==> config.mk <==
export PLATFORM = sky130hd
export DESIGN_NAME = tpa_timer
export DESIGN_NICKNAME = d
export VERILOG_FILES = /design/src/tpa_pkg.sv /design/src/tpa_prescale.sv /design/src/tpa_timer.sv
export VERILOG_INCLUDE_DIRS = /design/src
export SDC_FILE = /design/constraint.sdc
export NUM_CORES = 1
export LEC_CHECK = 0
export ABC_AREA = 1
export BUFFER_PORTS_ARGS = -buffer_cell sky130_fd_sc_hd__buf_4
export CAP_MARGIN = 25
export CORE_ASPECT_RATIO = 0.9
export CORE_MARGIN = 5
export CORE_UTILIZATION = 55
export DETAILED_ROUTE_END_ITERATION = 8
export GPL_ROUTABILITY_DRIVEN = 0
export PLACE_DENSITY = 0.84
export SLEW_MARGIN = 20
export SYNTH_ARGS = -nofsm -noshare
export SYNTH_HDL_FRONTEND = slang
export SYNTH_SLANG_ARGS = --single-unit
==> constraint.sdc <==
create_clock -name CLK_SYS_I -period 3.18 [get_ports CLK_SYS_I]
set_input_delay 0.477 -clock CLK_SYS_I [delete_from_list [all_inputs] [get_ports CLK_SYS_I]]
set_output_delay 0.477 -clock CLK_SYS_I [all_outputs]
set_load 0.02 [all_outputs]
==> src/tpa_cfg.svh <==
`ifndef TPA_CFG_SVH
`define TPA_CFG_SVH

// ****************************************
// register offsets
// ****************************************
`define TPA_OFF_CTRL    8'h30
`define TPA_OFF_DUTY    8'h31
`define TPA_OFF_TOP     8'h32
`define TPA_OFF_COUNT   8'h33
`define TPA_OFF_FLAGS   8'h34
`define TPA_OFF_MASK    8'h35

// ****************************************
// field positions
// ****************************************
`define TPA_BIT_WRAP    0
`define TPA_BIT_MATCH   1
`define TPA_BIT_GLOBAL  7

// ****************************************
// reset values
// ****************************************
`define TPA_RST_CTRL    8'h00
`define TPA_RST_DUTY    8'h00
`define TPA_RST_TOP     8'hFF
`define TPA_RST_COUNT   8'h00
`define TPA_RST_FLAGS   2'h0
`define TPA_RST_MASK    3'h0

// ****************************************
// counter constants
// ****************************************
`define TPA_CNT_ONE     8'h01
`define TPA_CNT_ZERO    8'h00
`define TPA_CNT_FULL    8'hFF
`define TPA_SEL_STOP    4'h0
`define TPA_SEL_FAST_LAST 4'h4
`define TPA_SEL_SYS_BASE  4'h5
`define TPA_PRE_WIDTH   10

`endif

==> src/tpa_pkg.sv <==
package tpa_pkg;

  // ****************************************
  // output action codes
  // ****************************************
  typedef enum logic [1:0] {
    TPA_OUT_OFF    = 2'h0,
    TPA_OUT_TOGGLE = 2'h1,
    TPA_OUT_CLEAR  = 2'h2,
    TPA_OUT_SET    = 2'h3
  } tpa_out_mode_type;

  // control register layout
  typedef struct packed {
    logic             clear_on_match;
    logic             pwm_a_enable;
    tpa_out_mode_type out_mode;
    logic [3:0]       clk_sel;
  } tpa_ctrl_type;

  // sticky event flags
  typedef struct packed {
    logic match_a_flag;
    logic wrap_flag;
  } tpa_flags_type;

  // register port request
  typedef struct packed {
    logic [7:0] addr;
    logic [7:0] wdata;
    logic       wr;
    logic       rd;
  } tpa_req_type;

endpackage

==> src/tpa_prescale.sv <==
`timescale 1ns/1ns
`include "tpa_cfg.svh"

module tpa_prescale
  import tpa_pkg::*;
#(
  parameter int PRE_WIDTH = `TPA_PRE_WIDTH
)(
  input  wire logic       clk_i,
  input  wire logic       nrst_i,
  input  wire logic [3:0] clk_sel_i,
  output logic            tick_o
);

  // ****************************************
  // divide exponent from select code
  // ****************************************
  function automatic logic [3:0] sel_exp(input logic [3:0] sel);
    logic [3:0] e;
    e = 4'h0;
    // fast clock codes map to divide by 1..8
    if (sel <= `TPA_SEL_FAST_LAST)
      e = sel - 4'h1;
    // system clock codes map to divide by 1..1024
    else
      e = sel - `TPA_SEL_SYS_BASE;
    return e;
  endfunction

  logic [PRE_WIDTH-1:0] pre_cnt;   // free-running divider
  logic [PRE_WIDTH-1:0] low_mask;  // bits that must all be ones

  // divider runs all the time
  always_ff @(posedge clk_i or negedge nrst_i)
  begin
    if (!nrst_i)
      pre_cnt <= '0;
    else
      pre_cnt <= pre_cnt + 1'b1;
  end

  // mask of the low bits for the chosen ratio
  always_comb
  begin
    low_mask = PRE_WIDTH'((1 << sel_exp(clk_sel_i)) - 1);
  end

  always_comb
  begin
    tick_o = (clk_sel_i != `TPA_SEL_STOP) &&
             ((pre_cnt & low_mask) == low_mask);
  end

endmodule

==> src/tpa_timer.sv <==
// How it works
// - PWM counter counts zero to top, wraps
// - top match sets wrap flag one cycle later
// - PWM output codes: clear/set at match, count one
// - PWM threshold write buffered until top
// - threshold read returns latest written value
// - threshold zero or top holds constant level
// - flags raise interrupt when enabled and global
// - period equals top plus one ticks
// - control register at 0x30, fields, reset zero
// - clear-on-match resets counter after threshold match, with PWM off
// - PWM enable resets counter after top match
// - non-PWM match: off, toggle, clear, set
// - four-bit select picks counter clock
// - flags cleared by vector or write one
//
// Decided for this implementation: the plain strobed port.
`timescale 1ns/1ns
`include "tpa_cfg.svh"

module tpa_timer
  import tpa_pkg::*;
(
  input  wire logic       CLK_SYS_I,
  input  wire logic       NRST_I,
  input  wire logic [7:0] ADDR_I,
  input  wire logic [7:0] WDATA_I,
  input  wire logic       WR_I,
  input  wire logic       RD_I,
  output logic      [7:0] RDATA_O,
  input  wire logic       PIN_DIR_I,
  input  wire logic [1:0] VEC_ACK_I,
  output logic            WAVE_OUT_A_O,
  output logic            WAVE_OE_O,
  output logic            IRQ_O
);

  // ****************************************
  // register port and state
  // ****************************************
  tpa_req_type      req;            // bundled register request
  tpa_ctrl_type     ctrl;           // timer_one_control
  logic [7:0]       duty_buf;       // most recently written threshold
  logic [7:0]       duty_act;       // threshold the compare uses
  logic [7:0]       period_top;     // period_top_reg
  logic [7:0]       count_value;    // running counter
  tpa_flags_type    flags;          // sticky event flags
  logic [2:0]       mask;           // enables, bit 2 is global
  logic             wave_out_a;     // output level
  logic             tick;           // timer clock tick
  logic             pwm;            // pwm mode active
  logic [7:0]       next_count;     // counter after this tick
  logic             at_top;         // counter at pwm top
  logic             match_a;        // threshold reached by counting
  logic             wrap_evt;       // wrap event this cycle
  logic             match_q;        // match delayed one cycle
  logic             wrap_q;         // wrap delayed one cycle
  logic [1:0]       clr_q;          // write-one clear, delayed
  logic             wr_count;       // software writes the counter

  // bundle the request lines
  always_comb
  begin
    req.addr  = ADDR_I;
    req.wdata = WDATA_I;
    req.wr    = WR_I;
    req.rd    = RD_I;
  end

  // ****************************************
  // timer clock
  // ****************************************
  tpa_prescale #(
    .PRE_WIDTH (`TPA_PRE_WIDTH)
  ) u_prescale (
    .clk_i     (CLK_SYS_I),
    .nrst_i    (NRST_I),
    .clk_sel_i (ctrl.clk_sel),
    .tick_o    (tick)
  );

  assign pwm      = ctrl.pwm_a_enable;
  assign at_top   = (count_value == period_top);
  assign wr_count = req.wr && (req.addr == `TPA_OFF_COUNT);

  // ****************************************
  // next count and events
  // ****************************************
  always_comb
  begin
    next_count = count_value + `TPA_CNT_ONE;
    // wrap to zero at top in pwm
    if (pwm && at_top)
      next_count = `TPA_CNT_ZERO;
    else if (!pwm && ctrl.clear_on_match &&
             (count_value == duty_act))
      next_count = `TPA_CNT_ZERO;
  end

  // threshold reached only by counting, never by a write
  assign match_a = tick && !wr_count && (next_count == duty_act);

  // top match is the wrap event in pwm
  always_comb
  begin
    if (pwm)
      wrap_evt = tick && !wr_count && at_top;
    else
      wrap_evt = tick && !wr_count &&
                 (count_value == `TPA_CNT_FULL);
  end

  // ****************************************
  // control register
  // ****************************************
  // control at its offset, reset zero
  always_ff @(posedge CLK_SYS_I or negedge NRST_I)
  begin
    if (!NRST_I)
      ctrl <= tpa_ctrl_type'(`TPA_RST_CTRL);
    else if (req.wr && (req.addr == `TPA_OFF_CTRL))
      ctrl <= tpa_ctrl_type'(req.wdata);
  end

  // top register, plain storage
  always_ff @(posedge CLK_SYS_I or negedge NRST_I)
  begin
    if (!NRST_I)
      period_top <= `TPA_RST_TOP;
    else if (req.wr && (req.addr == `TPA_OFF_TOP))
      period_top <= req.wdata;
  end

  // ****************************************
  // threshold double buffer
  // ****************************************
  // buffer holds the latest write
  always_ff @(posedge CLK_SYS_I or negedge NRST_I)
  begin
    if (!NRST_I)
      duty_buf <= `TPA_RST_DUTY;
    else if (req.wr && (req.addr == `TPA_OFF_DUTY))
      duty_buf <= req.wdata;
  end

  // active threshold load
  always_ff @(posedge CLK_SYS_I or negedge NRST_I)
  begin
    if (!NRST_I)
      duty_act <= `TPA_RST_DUTY;
    else if (pwm)
    begin
      if (tick && at_top)
        duty_act <= duty_buf;
    end
    // outside pwm the write takes effect at once
    else if (req.wr && (req.addr == `TPA_OFF_DUTY))
      duty_act <= req.wdata;
  end

  // ****************************************
  // counter
  // ****************************************
  always_ff @(posedge CLK_SYS_I or negedge NRST_I)
  begin
    if (!NRST_I)
      count_value <= `TPA_RST_COUNT;
    // software write wins
    else if (wr_count)
      count_value <= req.wdata;
    // top plus one ticks per period
    else if (tick)
      count_value <= next_count;
  end

  // ****************************************
  // output waveform
  // ****************************************
  always_ff @(posedge CLK_SYS_I or negedge NRST_I)
  begin
    if (!NRST_I)
      wave_out_a <= 1'b0;
    else if (pwm)
    begin
      if (duty_act == `TPA_CNT_ZERO)
        wave_out_a <= (ctrl.out_mode == TPA_OUT_SET);
      else if (duty_act == period_top)
        wave_out_a <= (ctrl.out_mode != TPA_OUT_SET);
      else if (match_a)
        wave_out_a <= (ctrl.out_mode == TPA_OUT_SET);
      else if (tick && (next_count == `TPA_CNT_ONE))
        wave_out_a <= (ctrl.out_mode != TPA_OUT_SET);
    end
    else if (match_a)
    begin
      unique case (ctrl.out_mode)
        TPA_OUT_OFF:    wave_out_a <= wave_out_a;
        TPA_OUT_TOGGLE: wave_out_a <= !wave_out_a;
        TPA_OUT_CLEAR:  wave_out_a <= 1'b0;
        TPA_OUT_SET:    wave_out_a <= 1'b1;
      endcase
    end
  end

  // drive only with pin set to output
  // pwm codes 00 and 01 leave pin free
  always_comb
  begin
    if (pwm)
      WAVE_OE_O = PIN_DIR_I && ctrl.out_mode[1];
    else
      WAVE_OE_O = PIN_DIR_I && (ctrl.out_mode != TPA_OUT_OFF);
  end

  assign WAVE_OUT_A_O = wave_out_a;

  // ****************************************
  // flags and interrupt
  // ****************************************
  // event and clear delays of one cycle
  always_ff @(posedge CLK_SYS_I or negedge NRST_I)
  begin
    if (!NRST_I)
    begin
      match_q <= 1'b0;
      wrap_q  <= 1'b0;
      clr_q   <= 2'h0;
    end
    else
    begin
      match_q <= match_a;
      wrap_q  <= wrap_evt;
      if (req.wr && (req.addr == `TPA_OFF_FLAGS))
        clr_q <= req.wdata[1:0];
      else
        clr_q <= 2'h0;
    end
  end

  // vector or write-one clears, set wins
  // wrap flag set one cycle after event
  always_ff @(posedge CLK_SYS_I or negedge NRST_I)
  begin
    if (!NRST_I)
      flags <= tpa_flags_type'(`TPA_RST_FLAGS);
    else
    begin
      if (wrap_q)
        flags.wrap_flag <= 1'b1;
      else if (clr_q[`TPA_BIT_WRAP] || VEC_ACK_I[`TPA_BIT_WRAP])
        flags.wrap_flag <= 1'b0;
      if (match_q)
        flags.match_a_flag <= 1'b1;
      else if (clr_q[`TPA_BIT_MATCH] || VEC_ACK_I[`TPA_BIT_MATCH])
        flags.match_a_flag <= 1'b0;
    end
  end

  // mask register: wrap, match, global enable
  always_ff @(posedge CLK_SYS_I or negedge NRST_I)
  begin
    if (!NRST_I)
      mask <= `TPA_RST_MASK;
    else if (req.wr && (req.addr == `TPA_OFF_MASK))
      mask <= {req.wdata[`TPA_BIT_GLOBAL], req.wdata[1:0]};
  end

  // flag and own enable and global enable
  assign IRQ_O = mask[2] && |(flags & mask[1:0]);

  // ****************************************
  // read data, valid one cycle after strobe
  // ****************************************
  always_ff @(posedge CLK_SYS_I or negedge NRST_I)
  begin
    if (!NRST_I)
      RDATA_O <= 8'h00;
    else if (!req.rd)
      RDATA_O <= 8'h00;
    else
    begin
      unique case (req.addr)
        `TPA_OFF_CTRL:  RDATA_O <= ctrl;
        `TPA_OFF_DUTY:  RDATA_O <= duty_buf;
        `TPA_OFF_TOP:   RDATA_O <= period_top;
        `TPA_OFF_COUNT: RDATA_O <= count_value;
        `TPA_OFF_FLAGS: RDATA_O <= {6'h00, flags};
        `TPA_OFF_MASK:  RDATA_O <= {mask[2], 5'h00, mask[1:0]};
        default:        RDATA_O <= 8'h00;
      endcase
    end
  end

endmodule

==> results_tabular.tex <==
\begin{tabular}{lr}
\hline
Metric & Value \\
\hline
\multicolumn{2}{l}{\textbf{Outcome}} \\
\quad Outcome & completed \\
\multicolumn{2}{l}{\textbf{Synthesis}} \\
\quad Yosys warning total & 0 \\
\quad Mean post-synth cell area & 7.09 um\^{}2 \\
\quad \#FFs+latches synth & 68 \\
\quad Net Count, Synth & 633 \\
\quad Post-synth cell types & 36 \\
\quad Cell Area, Synth & 4290 um\^{}2 \\
\quad Sequential share of the synthesized area & 39.9\% \\
\quad Count of mapped cells out of synthesis & 606 \\
\multicolumn{2}{l}{\textbf{Critical path}} \\
\quad Levels on crit path & 18 \\
\quad Crit path capture type & flip-flop \\
\quad Critical path launch point type & flip-flop \\
\quad Critical path's largest stage delay & 0.41 ns \\
\quad WS Path Type & reg -> reg \\
\quad Buffers plus inverters on the worst setup path & 5 \\
\quad Required time worst endpoint & 3.42 ns \\
\quad Reg-to-reg slack, setup & 0.26 ns \\
\quad Capture point of the worst reg-to-reg path & duty\_act[3]\$\_DFFE\_PN0P\_ \\
\quad Largest fanout on the critical path & 16 \\
\quad Critical-path top delay cell & sky130\_fd\_sc\_hd\_\_dfrtp\_2 \\
\quad Number of cells on the worst reg-to-reg path & 18 \\
\quad Worst EP arrival & 3.16 ns \\
\quad Dominant delay contributor by cell family on the critical path & simple AND/OR/NAND/NOR gates \\
\quad List of cells traversed by the critical path & inv\_2, nand2\_1, a21oi\_2, ha\_4, nand4\_1, ha\_1, nand2\_1, inv\_1, o21bai\_1, nand4\_1, nor2\_2, buf\_4, nand4\_1, o21ai\_1, inv\_1, buf\_4, nand2\_1, o21ai\_2 \\
\quad Startpoint of the worst setup timing path & ctrl[1]\$\_DFFE\_PN0P\_ \\
\quad Capture point of the worst path & duty\_act[3]\$\_DFFE\_PN0P\_ \\
\quad Startpoint of the most critical register-to-register path & ctrl[1]\$\_DFFE\_PN0P\_ \\
\multicolumn{2}{l}{\textbf{Global routing}} \\
\quad Via count of the first global-routing pass & 4,147 \\
\quad GRT Resource Usage Total & 27.2\% \\
\quad Antenna violations before repair & 0 \\
\quad Maximum number of pins on one net before global-route repair & 69 \\
\quad Final global-route overflow total & 0 \\
\quad Wire length of the first global-routing pass & 20,300 um \\
\multicolumn{2}{l}{\textbf{Clocking}} \\
\quad Root Buffer & sky130\_fd\_sc\_hd\_\_clkbuf\_8 \\
\quad Clock Sink Count & 68 \\
\quad Clock tree from TritonCTS & done \\
\quad Clock buffer depth & 2 \\
\quad Number of buffers created by CTS & 9 \\
\quad H-tree depth & 3 \\
\quad Post-CTS Hold Fix Bufs & 0 \\
\quad Worst skew pair latency & 0.35 ns \\
\quad Clock slew at the register clock pins of the worst setup and hold paths & 0.08 ns \\
\multicolumn{2}{l}{\textbf{Final layout}} \\
\quad Final cell count without fillers & 747 \\
\quad Commonest non-fill, non-tap cell in the layout & sky130\_fd\_sc\_hd\_\_nand2\_1 \\
\quad Fraction of the core area covered by cells at the end of the flow & 64.6\% \\
\quad Layout fillers & 646 \\
\quad Largest reg by FF count & u\_prescale.pre\_cnt \\
\quad Net count, final & 673 \\
\quad Max reg flops & 10 \\
\quad Area growth from synthesis to layout & 14.1\% \\
\quad Antenna Cells & 0 \\
\quad Commonest cells after routing, fill and taps aside & 187 x sky130\_fd\_sc\_hd\_\_nand2\_1, 73 x sky130\_fd\_sc\_hd\_\_inv\_1, 63 x sky130\_fd\_sc\_hd\_\_nor2\_1 \\
\quad Share of layout cells above drive strength 1 & 14.7\% \\
\multicolumn{2}{l}{\textbf{STA}} \\
\quad Setup clock skew after layout & 0.00658 ns \\
\quad Final setup violation count & 0 \\
\quad Period utilisation layout & 91.9\% \\
\quad Final-layout setup total negative slack & 0 ns \\
\quad Final-report max-slew violation count & 0 \\
\quad Transition time at the pin with the least slew margin & 0.852 ns \\
\quad Final Hold Violating Endpoints & 0 \\
\quad Unrepaired setup endpoints after global routing & false \\
\quad Timing-limited maximum frequency & 0.342 GHz \\
\quad Crit path time final & 2.92 ns \\
\quad Headroom to the max-slew limit & 43.2\% \\
\multicolumn{2}{l}{\textbf{Drt}} \\
\quad Routed len/inst & 16.8 um \\
\quad Vias & 4,481 \\
\quad Count of TritonRoute iterations in the first routing pass & 6 \\
\quad Remaining design rule violation count & 0 \\
\quad Mean number of vias per cell & 6.00 \\
\quad Final routed wirelength across all metal layers & 12,500 um \\
\quad Number of violations reported at the end of detailed-routing iteration 0 & 494 \\
\quad Number of antenna-violating nets in the routed design & 0 \\
\multicolumn{2}{l}{\textbf{Power and ir drop}} \\
\quad Switching fraction of total power & 29.5\% \\
\quad Maximum vdd ir drop & 318 uV \\
\quad Share of power burned in registers & 44.7\% \\
\quad Total power draw & 2.11 mW \\
\quad Fraction of power consumed by combinational cells & 17.0\% \\
\quad Int Power & 1.49 mW \\
\quad Switching power & 0.623 mW \\
\quad Power density over cell area & 431 nW/um\^{}2 \\
\quad P\_leak & 2.40 nW \\
\quad Clk pwr share & 38.3\% \\
\multicolumn{2}{l}{\textbf{Floorplanning}} \\
\quad Floorplan die area & 9680 um\^{}2 \\
\quad Core area & 7580 um\^{}2 \\
\quad Overall die width & 103 um \\
\quad Initial core utilization & 56.6\% \\
\quad FP Rows & 30 \\
\quad Vertical extent of the die & 93.8 um \\
\quad Io pins & 34 \\
\multicolumn{2}{l}{\textbf{Worst hold path}} \\
\quad Path type of the worst min-delay path & in -> async \\
\multicolumn{2}{l}{\textbf{Flow run}} \\
\quad Max-cap violations & 0 \\
\multicolumn{2}{l}{\textbf{Placed design}} \\
\quad Cell count after placement & 728 \\
\quad Post-detailed-placement half-perimeter wirelength & 9390 um \\
\quad IO buf count & 33 \\
\hline
\end{tabular}
## worst register-to-register path, cell delays in order (launching register included)
cell and delay (ns):
sky130_fd_sc_hd__dfrtp_2 0.41, sky130_fd_sc_hd__inv_2 0.11, sky130_fd_sc_hd__nand2_1 0.14, sky130_fd_sc_hd__a21oi_2 0.20
sky130_fd_sc_hd__ha_4 0.20, sky130_fd_sc_hd__nand4_1 0.17, sky130_fd_sc_hd__ha_1 0.27, sky130_fd_sc_hd__nand2_1 0.09
sky130_fd_sc_hd__inv_1 0.08, sky130_fd_sc_hd__o21bai_1 0.13, sky130_fd_sc_hd__nand4_1 0.14, sky130_fd_sc_hd__nor2_2 0.14
sky130_fd_sc_hd__buf_4 0.13, sky130_fd_sc_hd__nand4_1 0.09, sky130_fd_sc_hd__o21ai_1 0.10, sky130_fd_sc_hd__inv_1 0.05
sky130_fd_sc_hd__buf_4 0.20, sky130_fd_sc_hd__nand2_1 0.10, sky130_fd_sc_hd__o21ai_2 0.06
## through the flow
stage / hold WS [ns] / setup slack (ns) / cell area, um^2
finish: 0.210 / 0.257 / 4900
global placement: 0.462 / 0.272 / 4640
CTS: 0.256 / 0.0796 / 4860
floorplan: 0.181 / 0.477 / 4290
detailed placement: 0.472 / 0.0922 / 4640
global route: 0.294 / 0.0118 / 4900
## cells in the mapped netlist, drive strengths merged
library cell	number	area [um^2]
a21o	2	15.0
a21oi	11	62.6
a221oi	5	43.8
a31oi	3	18.8
and3	2	12.5
buf	8	52.6
clkbuf	5	18.8
dfrtp	60	1500
dfstp	8	210
ha	4	50.1
inv	75	282
nand2	191	737
nand3	39	220
nand3b	4	30.0
nand4	24	150
nor2	66	260
nor3	15	75.1
nor3b	1	7.51
nor4	2	12.5
o21ai	50	284
o21bai	1	7.51
o221ai	10	87.6
o22ai	6	37.5
or2	2	12.5
xnor2	1	8.76
xor2	11	96.3
## per-layer routing
| metal | wire length (um) | GRT usage, % | up-vias |
|---|---|---|---|
| li1 | - | - | 2077 |
| met1 | 5050 | 36.9 | 2043 |
| met2 | 5530 | 41.1 | 312 |
| met3 | 1420 | 6.31 | 49 |
| met4 | 520 | 12.2 | 0 |
| met5 | 0 | 0 | - |
## logic make-up (layout without fill, tap and decap cells)
logic type / Yosys count / in the layout / synth area share (%)
simple gates: 346 / 346 / 35.3
compound gates: 88 / 88 / 13.0
buf+inv: 88 / 133 / 8.22
flops: 68 / 68 / 39.9
xor+xnor: 12 / 12 / 2.45
fa+ha+maj: 4 / 4 / 1.17
## how the worst min path moves through the flow
stage	startpoint	endpoint	depth (start not counted)
final	NRST_I	clr_q[0]$_DFF_PN0_	1
after global routing	NRST_I	clr_q[0]$_DFF_PN0_	1
after CTS	NRST_I	flags[0]$_DFFE_PN0P_	1
after detailed placement	u_prescale.pre_cnt[9]$_DFF_PN0_	u_prescale.pre_cnt[9]$_DFF_PN0_	1
after global placement	match_q$_DFF_PN0_	flags[1]$_DFFE_PN0P_	1
after floorplan	NRST_I	RDATA_O[0]$_DFF_PN0_	0
## power groups by stage
stage / clock, mW / combinational [mW] / sequential [mW]
after detailed placement: 0 / 0.343 / 0.957
final: 0.807 / 0.359 / 0.943
after CTS: 0.812 / 0.346 / 0.941
after global routing: 0.856 / 0.401 / 0.946
after global placement: 0 / 0.333 / 0.956
after floorplan: 0 / 0.240 / 0.943
## timing repair
item                                    in CTS  in global routing
endpoints found under the hold margin        0                  0
buffers inserted                             0                  3
resized for setup                            0                  4
endpoints found under the setup margin       0                 19
## area by class of cell
type	instances	area (um^2)	area share [%]
clock inverters	6	86.3	1.76
inverters	75	282	5.75
well taps	96	120	2.45
clock buffers	10	138	2.81
flip-flops and latches	68	1710	35.0
repair buffers	42	315	6.44
multi-input cells	450	2250	45.8
Power figures use the tool's default switching activity.
